===== src/logic/csg_pkg.sv =====
// shared constants and carrier types for the global configuration bank
package csg_pkg;
   // register offsets
   localparam logic [7:0] ADDR_MASTER_CONFIG_2 = 8'h02;
   localparam logic [7:0] ADDR_SYNTH_LOOP_ENABLE = 8'h03;
   localparam logic [7:0] ADDR_INPUT_CLOCK_ENABLE = 8'h04;
   localparam logic [7:0] ADDR_OUTPUT_ENABLE_1 = 8'h05;
   localparam logic [7:0] ADDR_OUTPUT_ENABLE_2 = 8'h06;
   localparam logic [7:0] ADDR_OUTPUT_SOURCE_SELECT_1 = 8'h07;
   localparam logic [7:0] ADDR_OUTPUT_SOURCE_SELECT_2 = 8'h08;
   localparam logic [7:0] ADDR_OUTPUT_HALT_CONTROL_1 = 8'h09;
   localparam logic [7:0] ADDR_OUTPUT_HALT_CONTROL_2 = 8'h0A;
   localparam logic [7:0] ADDR_GPIO_CONFIG_1 = 8'h0B;
   localparam logic [7:0] ADDR_PIN_STATUS_REGISTER = 8'h41;
   // reset value and writable bit masks
   localparam logic [7:0] REG_RESET = 8'h00;
   localparam logic [7:0] MASK_MASTER_CONFIG_2 = 8'hF7;
   localparam logic [7:0] MASK_SYNTH_LOOP_ENABLE = 8'h01;
   localparam logic [7:0] MASK_INPUT_CLOCK_ENABLE = 8'h07;
   localparam logic [7:0] MASK_OUTPUT_ENABLE_2 = 8'h03;
   localparam logic [7:0] MASK_SOURCE_SELECT = 8'h3F;
   localparam logic [7:0] MASK_HALT_CONTROL_2 = 8'h03;
   // field positions
   localparam int DOUBLER_BIT = 2;
   localparam int PIN_ONE_CONFIG_LSB = 4;
   // status register number that a pin may not follow
   localparam logic [4:0] PIN_STATUS_REG_NUM = 5'h01;
   // crystal pin mode codes
   localparam logic [1:0] XTAL_OFF = 2'h0;
   localparam logic [1:0] XTAL_CRYSTAL = 2'h1;
   localparam logic [1:0] XTAL_SINGLE = 2'h2;
   // output group source codes
   localparam logic [1:0] SRC_INTEGER = 2'h0;
   localparam logic [1:0] SRC_FRACTIONAL = 2'h1;
   localparam logic [1:0] SRC_UNUSED = 2'h2;
   localparam logic [1:0] SRC_PATH_TWO = 2'h3;
   // stop source code that lets the stop bits act
   localparam logic [3:0] STOP_SRC_REGISTER = 4'h1;

   typedef enum logic [3:0] {
      CSG_PIN_IN = 4'h0,
      CSG_PIN_IN_INV = 4'h1,
      CSG_PIN_OUT_LOW = 4'h2,
      CSG_PIN_OUT_HIGH = 4'h3,
      CSG_PIN_STAT = 4'h4,
      CSG_PIN_STAT_INV = 4'h5,
      CSG_PIN_STAT_LOW0 = 4'h6,
      CSG_PIN_STAT_LOW1 = 4'h7
   } csg_pin_mode_e;

   typedef struct packed {
      logic driver_on;
      logic input_on;
      logic single_ended;
      logic doubler_on;
   } csg_xtal_s;

   typedef struct packed {
      logic [1:0] group_f_source;
      logic [1:0] group_e_source;
      logic [1:0] group_d_source;
      logic [1:0] group_c_source;
      logic [1:0] group_b_source;
      logic [1:0] group_a_source;
   } csg_group_src_s;

   typedef struct packed {
      logic pin_out;
      logic pin_oe;
      logic pin_value;
   } csg_pin_s;
endpackage


===== src/logic/csg_global_config.sv =====
// global configuration register bank of the clock synthesizer
`timescale 1ns/100ps
// Behaviour
// RULE_01 - doubler powered only while its bit is set
// RULE_02 - software waits 5 ms before doubler enable
// RULE_03 - crystal mode: off, crystal, single-ended input
// RULE_04 - loop enable bit 0, rest read zero
// RULE_05 - input enable bits power inputs three..one
// RULE_06 - output enable bits per output, two registers
// RULE_07 - early revision: one enable per bank
// RULE_08 - group source: integer, fractional/bypass, path two
// RULE_09 - first select holds groups A, B, C
// RULE_10 - second select holds groups D, E, F
// RULE_11 - stop bit stops output when source 0001
// RULE_12 - stop is own bit OR global stop
// RULE_13 - stop bits map outputs onto bit order
// RULE_14 - pin codes: input, inverted, drive low/high
// RULE_15 - pin codes 0100-0111 follow a status bit
// RULE_16 - pin codes 1000-1111 have no function
// RULE_17 - pin status register shows live pin levels
// RULE_18 - first pin config: pin one high nibble
// RULE_19 - status pin bit chosen by own select
// RULE_20 - global stop halts outputs with source 0001
// RULE_21 - unused codes stored, no glitch on clocks; crystal mode 11 powers the crystal pins down
module csg_global_config (
   // clock and reset
   input wire logic sys_clk,
   input wire logic arst_n,
   // processor interface register port
   input wire logic [7:0] reg_addr,
   input wire logic [7:0] reg_wdata,
   input wire logic reg_wr,
   input wire logic reg_rd,
   output logic [7:0] reg_rdata,
   // controls held outside this bank
   input wire logic global_output_stop,
   input wire logic [39:0] stop_source_field,
   input wire logic synth_bypass_select,
   input wire logic [15:0] pin_status_select,
   input wire logic [255:0] status_bits,
   // analog block controls
   output csg_pkg::csg_xtal_s xtal_ctrl,
   output logic synth_loop_on,
   output logic [2:0] input_enable,
   output logic [9:0] output_enable_bit,
   output csg_pkg::csg_group_src_s group_source,
   output logic [5:0] group_uses_bypass,
   output logic [9:0] output_stop,
   // general-purpose pins
   input wire logic [1:0] gpio_in,
   output logic [1:0] gpio_out,
   output logic [1:0] gpio_oe,
   output logic [1:0] gpio_value
);
   logic rst_sync1_n;
   logic rst_n;
   logic [7:0] master_config_2;
   logic [7:0] synth_loop_enable;
   logic [7:0] input_clock_enable;
   logic [7:0] output_enable_1;
   logic [7:0] output_enable_2;
   logic [7:0] output_source_select_1;
   logic [7:0] output_source_select_2;
   logic [7:0] output_halt_control_1;
   logic [7:0] output_halt_control_2;
   logic [7:0] gpio_config_1;
   logic [7:0] next_rdata;
   logic [11:0] raw_source;
   logic [11:0] applied_source;
   logic [9:0] stop_bits;
   logic [9:0] next_stop;
   logic [1:0] pin_status_bit;
   logic [1:0] pin_level;
   csg_pkg::csg_pin_s pin_q [2];

   // reset release through two flops
   always_ff @(posedge sys_clk or negedge arst_n) begin
      if (!arst_n) begin
         rst_sync1_n <= 1'b0;
         rst_n <= 1'b0;
      end else begin
         rst_sync1_n <= 1'b1;
         rst_n <= rst_sync1_n;
      end
   end

   // register writes, reserved bits stay zero
   always_ff @(posedge sys_clk or negedge rst_n) begin
      if (!rst_n) begin
         master_config_2 <= csg_pkg::REG_RESET;
         synth_loop_enable <= csg_pkg::REG_RESET;
         input_clock_enable <= csg_pkg::REG_RESET;
         output_enable_1 <= csg_pkg::REG_RESET;
         output_enable_2 <= csg_pkg::REG_RESET;
         output_source_select_1 <= csg_pkg::REG_RESET;
         output_source_select_2 <= csg_pkg::REG_RESET;
         output_halt_control_1 <= csg_pkg::REG_RESET;
         output_halt_control_2 <= csg_pkg::REG_RESET;
         gpio_config_1 <= csg_pkg::REG_RESET;
      end else if (reg_wr) begin
         case (reg_addr)
            csg_pkg::ADDR_MASTER_CONFIG_2:
               master_config_2 <= reg_wdata & csg_pkg::MASK_MASTER_CONFIG_2;
            csg_pkg::ADDR_SYNTH_LOOP_ENABLE: // RULE_04
               synth_loop_enable <=
                  reg_wdata & csg_pkg::MASK_SYNTH_LOOP_ENABLE;
            csg_pkg::ADDR_INPUT_CLOCK_ENABLE: // RULE_05
               input_clock_enable <=
                  reg_wdata & csg_pkg::MASK_INPUT_CLOCK_ENABLE;
            csg_pkg::ADDR_OUTPUT_ENABLE_1: // RULE_06
               output_enable_1 <= reg_wdata;
            csg_pkg::ADDR_OUTPUT_ENABLE_2: // RULE_06
               output_enable_2 <= reg_wdata & csg_pkg::MASK_OUTPUT_ENABLE_2;
            csg_pkg::ADDR_OUTPUT_SOURCE_SELECT_1: // RULE_09 RULE_21
               output_source_select_1 <=
                  reg_wdata & csg_pkg::MASK_SOURCE_SELECT;
            csg_pkg::ADDR_OUTPUT_SOURCE_SELECT_2: // RULE_10 RULE_21
               output_source_select_2 <=
                  reg_wdata & csg_pkg::MASK_SOURCE_SELECT;
            csg_pkg::ADDR_OUTPUT_HALT_CONTROL_1: // RULE_13
               output_halt_control_1 <= reg_wdata;
            csg_pkg::ADDR_OUTPUT_HALT_CONTROL_2: // RULE_13
               output_halt_control_2 <=
                  reg_wdata & csg_pkg::MASK_HALT_CONTROL_2;
            csg_pkg::ADDR_GPIO_CONFIG_1: // RULE_18 RULE_21
               gpio_config_1 <= reg_wdata;
            default: ;
         endcase
      end
   end

   // read mux, unmapped addresses read zero
   always_comb begin
      case (reg_addr)
         csg_pkg::ADDR_MASTER_CONFIG_2: next_rdata = master_config_2;
         csg_pkg::ADDR_SYNTH_LOOP_ENABLE: next_rdata = synth_loop_enable;
         csg_pkg::ADDR_INPUT_CLOCK_ENABLE: next_rdata = input_clock_enable;
         csg_pkg::ADDR_OUTPUT_ENABLE_1: next_rdata = output_enable_1;
         csg_pkg::ADDR_OUTPUT_ENABLE_2: next_rdata = output_enable_2;
         csg_pkg::ADDR_OUTPUT_SOURCE_SELECT_1:
            next_rdata = output_source_select_1;
         csg_pkg::ADDR_OUTPUT_SOURCE_SELECT_2:
            next_rdata = output_source_select_2;
         csg_pkg::ADDR_OUTPUT_HALT_CONTROL_1:
            next_rdata = output_halt_control_1;
         csg_pkg::ADDR_OUTPUT_HALT_CONTROL_2:
            next_rdata = output_halt_control_2;
         csg_pkg::ADDR_GPIO_CONFIG_1: next_rdata = gpio_config_1;
         csg_pkg::ADDR_PIN_STATUS_REGISTER:
            next_rdata = {6'h00, pin_level}; // RULE_17
         default: next_rdata = 8'h00;
      endcase
   end

   always_ff @(posedge sys_clk or negedge rst_n) begin
      if (!rst_n) begin
         reg_rdata <= 8'h00;
      end else if (reg_rd) begin
         reg_rdata <= next_rdata;
      end
   end

   // crystal pins, doubler, loop and input receivers
   always_ff @(posedge sys_clk or negedge rst_n) begin
      if (!rst_n) begin
         xtal_ctrl <= '0;
         synth_loop_on <= 1'b0;
         input_enable <= 3'h0;
         output_enable_bit <= 10'h000;
      end else begin
         xtal_ctrl.doubler_on <=
            master_config_2[csg_pkg::DOUBLER_BIT]; // RULE_01
         // mode 11 is treated as powered down
         case (master_config_2[1:0])
            csg_pkg::XTAL_CRYSTAL: begin
               xtal_ctrl.driver_on <= 1'b1; // RULE_03
               xtal_ctrl.input_on <= 1'b1;
               xtal_ctrl.single_ended <= 1'b0;
            end
            csg_pkg::XTAL_SINGLE: begin
               xtal_ctrl.driver_on <= 1'b0; // RULE_03
               xtal_ctrl.input_on <= 1'b1;
               xtal_ctrl.single_ended <= 1'b1;
            end
            default: begin
               xtal_ctrl.driver_on <= 1'b0; // RULE_03 RULE_21
               xtal_ctrl.input_on <= 1'b0;
               xtal_ctrl.single_ended <= 1'b0;
            end
         endcase
         synth_loop_on <= synth_loop_enable[0]; // RULE_04
         input_enable <= input_clock_enable[2:0]; // RULE_05
         output_enable_bit <=
            {output_enable_2[1:0], output_enable_1}; // RULE_06
      end
   end

   // group sources: an unused code keeps the previous path selected
   assign raw_source = {output_source_select_2[5:0],
                        output_source_select_1[5:0]}; // RULE_09 RULE_10

   always_ff @(posedge sys_clk or negedge rst_n) begin
      if (!rst_n) begin
         applied_source <= 12'h000;
         group_uses_bypass <= 6'h00;
      end else begin
         for (int g = 0; g < 6; g++) begin
            if (raw_source[2*g +: 2] != csg_pkg::SRC_UNUSED) begin
               applied_source[2*g +: 2] <=
                  raw_source[2*g +: 2]; // RULE_08 RULE_21
            end
            group_uses_bypass[g] <= synth_bypass_select &&
               (applied_source[2*g +: 2] == csg_pkg::SRC_FRACTIONAL); // RULE_08
         end
      end
   end

   assign group_source = csg_pkg::csg_group_src_s'(applied_source);

   // per-output stop: own bit or global bit, gated by stop source
   assign stop_bits = {output_halt_control_2[1:0],
                       output_halt_control_1}; // RULE_13

   always_comb begin
      for (int k = 0; k < 10; k++) begin
         next_stop[k] = (stop_bits[k] | global_output_stop) && // RULE_12
            (stop_source_field[4*k +: 4] ==
             csg_pkg::STOP_SRC_REGISTER); // RULE_11 RULE_20
      end
   end

   always_ff @(posedge sys_clk or negedge rst_n) begin
      if (!rst_n) begin
         output_stop <= 10'h000;
      end else begin
         output_stop <= next_stop;
      end
   end

   // general-purpose pins
   for (genvar p = 0; p < 2; p++) begin : g_pin
      logic [4:0] sel_reg;
      logic [7:0] sel_index;
      logic [3:0] pin_cfg;
      assign sel_reg = pin_status_select[8*p+3 +: 5];
      assign sel_index = pin_status_select[8*p +: 8];
      assign pin_cfg =
         gpio_config_1[csg_pkg::PIN_ONE_CONFIG_LSB*p +: 4]; // RULE_18
      // the pin status register itself cannot be followed
      assign pin_status_bit[p] = (sel_reg == csg_pkg::PIN_STATUS_REG_NUM) ?
         1'b0 : status_bits[sel_index]; // RULE_19
      csg_gpio_pin u_pin (
         .clk(sys_clk),
         .rst_n(rst_n),
         .pin_config(pin_cfg),
         .status_bit(pin_status_bit[p]),
         .pin_in(gpio_in[p]),
         .pin(pin_q[p])
      );
      assign gpio_out[p] = pin_q[p].pin_out;
      assign gpio_oe[p] = pin_q[p].pin_oe;
      assign gpio_value[p] = pin_q[p].pin_value;
   end

   // live pin level, whatever the configuration
   always_ff @(posedge sys_clk or negedge rst_n) begin
      if (!rst_n) begin
         pin_level <= 2'h0;
      end else begin
         pin_level <= gpio_in; // RULE_17
      end
   end
endmodule


===== src/logic/csg_gpio_pin.sv =====
// one general-purpose pin: configuration decode and registered drive
`timescale 1ns/100ps
module csg_gpio_pin (
   // clock and reset
   input wire logic clk,
   input wire logic rst_n,
   // configuration and sources
   input wire logic [3:0] pin_config,
   input wire logic status_bit,
   input wire logic pin_in,
   // pin drive and sampled value
   output csg_pkg::csg_pin_s pin
);
   csg_pkg::csg_pin_s next_pin;

   always_comb begin
      next_pin.pin_out = 1'b0;
      next_pin.pin_oe = 1'b0;
      next_pin.pin_value = pin_in;
      case (csg_pkg::csg_pin_mode_e'(pin_config))
         csg_pkg::CSG_PIN_IN: next_pin.pin_value = pin_in; // RULE_14
         csg_pkg::CSG_PIN_IN_INV: next_pin.pin_value = ~pin_in; // RULE_14
         csg_pkg::CSG_PIN_OUT_LOW: next_pin.pin_oe = 1'b1; // RULE_14
         csg_pkg::CSG_PIN_OUT_HIGH: begin
            next_pin.pin_oe = 1'b1; // RULE_14
            next_pin.pin_out = 1'b1;
         end
         csg_pkg::CSG_PIN_STAT: begin
            next_pin.pin_oe = 1'b1; // RULE_15
            next_pin.pin_out = status_bit;
         end
         csg_pkg::CSG_PIN_STAT_INV: begin
            next_pin.pin_oe = 1'b1; // RULE_15
            next_pin.pin_out = ~status_bit;
         end
         csg_pkg::CSG_PIN_STAT_LOW0: next_pin.pin_oe = ~status_bit; // RULE_15
         csg_pkg::CSG_PIN_STAT_LOW1: next_pin.pin_oe = status_bit; // RULE_15
         // unused codes leave the pin undriven, as an input
         default: next_pin.pin_oe = 1'b0; // RULE_16 RULE_21
      endcase
   end

   always_ff @(posedge clk or negedge rst_n) begin
      if (!rst_n) begin
         pin <= '0;
      end else begin
         pin <= next_pin;
      end
   end
endmodule


===== config.mk =====
export PLATFORM = sky130hd
export DESIGN_NAME = csg_global_config
export DESIGN_NICKNAME = d
export VERILOG_FILES = /design/src/logic/csg_pkg.sv /design/src/logic/csg_global_config.sv /design/src/logic/csg_gpio_pin.sv
export SDC_FILE = /design/constraint.sdc
export NUM_CORES = 1
export LEC_CHECK = 0
export BUFFER_PORTS_ARGS = -buffer_cell sky130_fd_sc_hd__buf_2
export CAP_MARGIN = 40
export CORE_AREA = 2 2 155 157
export DETAILED_ROUTE_END_ITERATION = 10
export DIE_AREA = 0 0 157 159
export GPL_ROUTABILITY_DRIVEN = 0
export PLACE_DENSITY = 0.73
export SYNTH_ARGS = -nofsm -noshare
export SYNTH_HDL_FRONTEND = slang
export SYNTH_SLANG_ARGS = --single-unit

===== constraint.sdc =====
create_clock -name sys_clk -period 6.55 [get_ports sys_clk]
set_input_delay 0.655 -clock sys_clk [delete_from_list [all_inputs] [get_ports sys_clk]]
set_output_delay 0.655 -clock sys_clk [all_outputs]
set_load 0.1 [all_outputs]

==> results.cfg, run 1 <==
[routing]
wl_um = 33300
num_vias = 8469
dr.first_iter.drc_count = 555
antenna_left = 0
firstDrtPassIters = 7
drc = 0
wire_per_inst_um = 23.6
vias_per_cell = 6.02

[clocking]
clkTransAtPathRegs_ns = 0.05
cts_resized = 0
postCtsHoldBufs = 0
clk_path_buf_depth = 2
cts_tree = done
cts.sink_count = 115
htree_levels = 4
cts_setup_buffers = 0
cts_made_buffers = 17
clkLatencyLatePin_ns = 0.41
cts_root_buf = clkbuf_16

[synthesis]
synth-seq-cells = 115
syn_area_sq_mm = 0.00901
synth_flop_cell = dfrtp_1
syn_nets = 1047
synth_edf_count = 0
synthCells = 709
synth.distinct_cells = 67
async_reset_ff_share_pct = 100
seq_area_frac_synth_pct = 31.9
postSynthAreaPerCell_sq_um = 12.7
yosysWarnings = 0

[sta]
rsz0062_at_grt = false
finalHoldViolCount = 0
final.setup_skew_ns = 0.00803
fin_crit_sh_pct = 46.0
setup_viol = 0
min_period_ns = 3.01
worstMarginPinSlew_ns = 0.712
relSlewSlack_pct = 52.6
setup_tns_ns = 0
max_clock_freq_mhz = 332
drv_slew = 0

[place]
dp_hpwl_um = 26900
dp.cells = 1373
portBuffers = 395

[grt]
grt_pass1_wl_um = 50300
antenna_found_initial = 1
grt_max_degree = 61
grt_pass1_vias = 8699
gr-usage-all-layers_pct = 26.4
overflow = 0

[setup_path]
end_kind = flip-flop
cpMaxStageDelayCell = mux4_1
critPathKind = input port to flip-flop
crit_chain = buf_4 -> buf_16 -> mux4_1 -> mux4_2 -> nor2_1 -> o311ai_0 -> o311a_1 -> or2_1 -> a211oi_1
arrival_ns = 3.31
crit_required_ns = 6.86
worst_setup_path_start_kind = input port
crit_path_max_incr_delay_ns = 0.59
crit_fanout = 39

[floorplanning]
fp-row-count = 56
start_util_pct = 38.8
die-area_sq_mm = 0.0250
fp.coreArea_sq_mm = 0.0232
dieHeight_um = 159
num_io_pins = 396
fp.dieW_um = 157

[layout]
drive_gt1_share_pct = 56.4
final_cells = 1406
utilization_pct = 51.0
fin_nets = 1411
area_growth_pct = 31.2

[run_status]
status = finished, final reports clean

[run]
maxCapViolations = 0

[power_and_ir_drop]
cellLeakagePower_nw = 5.63
ir_worst_vdd_v = 0.000150
powerDensity_mw_per_mm2 = 196

[hold_path]
hold_path_class = input port to async pin
state kept, by name, indices dropped and copies added (netlist names):
signal,cells
g_pin.u_pin.pin,6
gpio_config_1,8
group_source,12
group_uses_bypass,6
input_clock_enable,3
input_enable,3
master_config_2,7
output_enable_1,8
output_enable_2,2
output_enable_bit,10
output_halt_control_1,8
output_halt_control_2,2
output_source_select_1,6
output_source_select_2,6
output_stop,10
pin_level,2
reg_rdata,8
rst_n,1
rst_sync1_n,1
synth_loop_enable,1
synth_loop_on,1
xtal_ctrl,4
metrics by stage:
stage | total power [mW] | setup WS, ns | instance area, sq um | hold WS [ns]
after floorplan | 1.19 | 3.11 | 9010 | 0.331
after global placement | 1.39 | 2.97 | 11100 | 0.337
after detailed placement | 1.41 | 3.07 | 11200 | 0.350
after CTS | 2.33 | 3.49 | 11800 | 0.0164
after global routing | 2.40 | 3.34 | 11800 | 0.00670
final | 2.32 | 3.54 | 11800 | 0.0173
area by class of cell:
cell class | instances | area (sq um)
antenna | 1 | 2.50
clock buffer | 21 | 470
clock inverter | 11 | 126
fill | 2048 | 11400
inverter | 11 | 41.3
multi-input combinational | 525 | 5760
sequential | 115 | 2880
tap | 319 | 399
timing repair buffer | 403 | 2140
critical path: cells and delay by family:
kind                   cells  cell delay, ns
muxes                      2            1.08
and+or+nand+nor            2            0.34
AOI/OAI and AO/OA          3            0.60
buffers and inverters      2            0.61
cell families (layout without fill, tap and decap cells):
logic type	after synthesis	count (layout)	share of synthesized area [%]
muxes	230	230	42.4
and+or+nand+nor	162	162	10.4
AOI/OAI and AO/OA	128	128	10.6
DFF	115	115	31.9
buffers and inverters	69	446	4.12
adders and majority gates	2	2	0.278
xor gates and xnor gates	2	2	0.194
other	1	2	0.0416
layout by cell type (no fill, tap or decap), drive strengths merged, types with 5 or more instances in the layout:
cell / synthesis / final
buf: 30 / 403
dfrtp: 115 / 115
mux4: 114 / 114
mux2: 62 / 62
mux2i: 54 / 54
nand2: 32 / 32
nor2: 27 / 27
a22oi: 25 / 25
clkbuf: 28 / 21
o21a: 19 / 19
nand3: 18 / 18
nor2b: 16 / 16
nor4b: 14 / 14
inv: 10 / 12
a21oi: 9 / 9
o21ai: 8 / 8
a221oi: 8 / 8
and3b: 8 / 8
and2: 8 / 8
a21o: 7 / 7
o211ai: 6 / 6
nor3b: 6 / 6
o22ai: 6 / 6
a211oi: 6 / 6
a31oi: 6 / 6
nand2b: 5 / 5
nand3b: 5 / 5
and3: 5 / 5
nor4: 5 / 5
layer usage:
layer  global-route usage (%)  share of wire, %  routed length (um)
met1                     30.8                36               11900
met5                        0                 0                   0
met2                     48.6                53               17500
met4                     8.13               3.1                1030
met3                     5.06               8.4                2790
final timing paths:
| path | cells after the start | endpoint | slack (ns) | from |
|---|---|---|---|---|
| worst max-delay path | 9 | g_pin[0].u_pin.pin[1] | 3.54 | pin_status_select[0] |
| worst min-delay path | 1 | rst_n | 0.02 | arst_n |
| worst max register to register | 5 | reg_rdata[0] | 4.89 | output_source_select_1[0] |
| worst min register to register | 0 | rst_n | 0.36 | rst_sync1_n |
| max in group asynchronous | 1 | master_config_2[4] | 5.00 | rst_n |
| min in group sys_clk | 0 | rst_n | 0.36 | rst_sync1_n |
Yosys cell counts, drive strengths merged, types with 6 or more instances:
master / n / area, sq um
mux2: 62 / 698
o22ai: 6 / 37.5
a31oi: 6 / 37.5
nor2: 27 / 101
mux4: 114 / 2580
nor4b: 14 / 123
and3b: 8 / 70.1
mux2i: 54 / 541
o211ai: 6 / 45.0
o21a: 19 / 143
nor2b: 16 / 100
buf: 30 / 224
and2: 8 / 50.1
a211oi: 6 / 45.0
nor3b: 6 / 45.0
o21ai: 8 / 40.0
nand2: 32 / 120
a21oi: 9 / 45.0
clkbuf: 28 / 106
dfrtp: 115 / 2880
inv: 10 / 37.5
a22oi: 25 / 188
a221oi: 8 / 70.1
a21o: 7 / 52.6
nand3: 18 / 90.1
report_power, final:
group	total, mW	internal [mW]	switching, mW
sequential	0.775	0.743	0.0316
clock	0.916	0.591	0.326
combinational	0.629	0.274	0.356
total	2.32	1.61	0.713
No activity file was read; power rests on OpenSTA's default activity.
==> inputs of run 2 (changes only) <==
CORE_AREA = 2 2 152 154   (was 2 2 155 157)
DIE_AREA = 0 0 154 156   (was 0 0 157 159)
PLACE_DENSITY = 0.75   (was 0.73)
clock period = 3.05 ns   (was 6.55 ns; I/O delays follow)
==> run 2 against run 1 <==
Net effect: sequential cell count is the same; clock power up 140%; routed wire length increased by 1.8%; sequential share of layout area decreased by 0.31 points; setup slack worse by 2.9 ns; clock-buffer cell count is the same; largest cell class unchanged; largest power group unchanged; first-iteration DRC count rose by 34%; combinational power increased by 120%; non-clock buffer count grew 22; total power grew 130%; die area is 3.8% lower.
==> results.cfg, run 2 (synthesized netlist as in run 1, its figures left out) <==
[run]
maxCapViolations = 0

[grt]
grt_pass1_wl_um = 51000
grt_pass1_vias = 8987
antenna_found_initial = 4
overflow = 0
grt_max_degree = 58
gr-usage-all-layers_pct = 27.9

[setup_path]
path_buf_inv = 3
crit_required_ns = 3.33
cpMaxStageDelayCell = mux4_2
worst_setup_path_start_kind = input port
reg2reg_from = output_source_select_1[0]
crit_start = pin_status_select[0]
crit_path_max_incr_delay_ns = 0.50
end_kind = flip-flop
path_delay_family = buffers and inverters
crit_fanout = 20
arrival_ns = 2.71
critPathKind = input port to flip-flop
crit_chain = buf_4 -> buf_12 -> buf_4 -> mux4_2 -> nor3_1 -> nor4b_1 -> o21a_1 -> o311a_1 -> nor4b_1 -> a211oi_1

[clocking]
htree_levels = 4
cts_made_buffers = 17
cts_root_buf = clkbuf_16
clkTransAtPathRegs_ns = 0.05
cts_tree = done
cts_setup_buffers = 0
clk_path_buf_depth = 2
clkLatencyLatePin_ns = 0.41
cts.sink_count = 115

[routing]
wl_um = 33800
antenna_left = 0
num_vias = 8663
vias_per_cell = 6.21
dr.first_iter.drc_count = 742
wire_per_inst_um = 24.2
firstDrtPassIters = 5
drc = 0

[sta]
setup_tns_ns = 0
setup_viol = 0
rsz0062_at_grt = false
fin_crit_sh_pct = 79.8
drv_slew = 0
min_period_ns = 2.43
worstMarginPinSlew_ns = 0.826
relSlewSlack_pct = 44.8
final.setup_skew_ns = 0.00677
max_clock_freq_mhz = 411
setup_ws_ns = 0.617
finalHoldViolCount = 0

[power_and_ir_drop]
cellLeakagePower_nw = 5.75
powerDensity_mw_per_mm2 = 438
ir_worst_vdd_v = 0.000302
finalPower_mw = 5.24

[layout]
drive_gt1_share_pct = 56.9
final_cell_mix = buf_2, dfrtp_1, mux4_2
largest_reg_flops = 12
stdcell_area_sq_mm = 0.0120
area_growth_pct = 32.8
layout_commonest_cell = buf_2
fin_nets = 1433

[floorplanning]
die-area_sq_mm = 0.0240
fp.dieW_um = 154
start_util_pct = 40.3
fp-row-count = 55
dieHeight_um = 156
fp.coreArea_sq_mm = 0.0224
num_io_pins = 396

[hold_path]
hold_path_class = input port to flip-flop
worstHoldStart = gpio_in[1]

[run_status]
status = finished, final reports clean

[place]
place_ws_ns = 0.171
place_area_sq_mm = 0.0113
portBuffers = 395
dp_hpwl_um = 27600
-- run 2: cell types whose count changed in the layout (fill, tap and decap cells not counted), moves of 2 or more --
cell	delta
buf_4	+23
buf_16	-4
bufinv_16	+4
clkinvlp_4	-4
buf_12	+3
diode_2	+3
clkbuf_1	+2
clkbuf_8	-2
-- run 2: power by group --
part	switching, mW	internal [mW]
sequential	0.0697	1.60
combinational	0.770	0.601
clock	0.658	1.54
total	1.50	3.74
-- run 2: layout make-up --
class,count,area [sq um]
Sequential cell,115,2880
Antenna cell,4,10.0
Clock inverter,10,204
Multi-Input combinational cell,525,5760
Tap cell,285,357
Fill cell,1899,10400
Inverter,11,41.3
Timing Repair Buffer,425,2260
Clock buffer,21,450
-- run 2: final timing paths --
path	to	slack [ns]	depth (start not counted)
max	g_pin[0].u_pin.pin[1]	0.62	10
min	pin_level[1]	0.04	1
max reg2reg	reg_rdata[0]	1.27	5
min reg2reg	rst_n	0.35	0
max in group asynchronous	output_halt_control_1[7]	1.88	1
min in group asynchronous	rst_sync1_n	0.21	2
-- run 2: timing repair --
| action | CTS | global route |
|---|---|---|
| endpoints found under the hold margin | 2 | 0 |
| gates resized for setup | 0 | 0 |
| hold buffers | 1 | 0 |
-- run 2: routing by layer --
metal / vias to the layer above / track usage, % / wire length (um) / share of wire (%)
li1: 3681 / - / - / -
met1: 4307 / 33.5 / 12400 / 37
met2: 584 / 50.4 / 17500 / 52
met3: 89 / 5.50 / 2800 / 8.3
met4: 2 / 9.43 / 1110 / 3.3
met5: - / 0 / 13 / 0.038
-- run 2: worst register-to-register path: cells and delay by family, from the launching register on --
| family | cells | cell delay [ns] |
|---|---|---|
| DFF | 1 | 0.41 |
| AOI/OAI and AO/OA | 4 | 0.75 |
| muxes | 1 | 0.47 |
-- run 2: stage by stage --
step | hold WS, ns | util [%] | std cells
after floorplan | 0.00941 | - | 709
after global placement | 0.0921 | 50.5 | 1360
after detailed placement | 0.0944 | 50.5 | 1360
after CTS | 0.0316 | 53.5 | 1392
after global routing | 0.0243 | 53.5 | 1395
final | 0.0356 | 53.5 | 1396
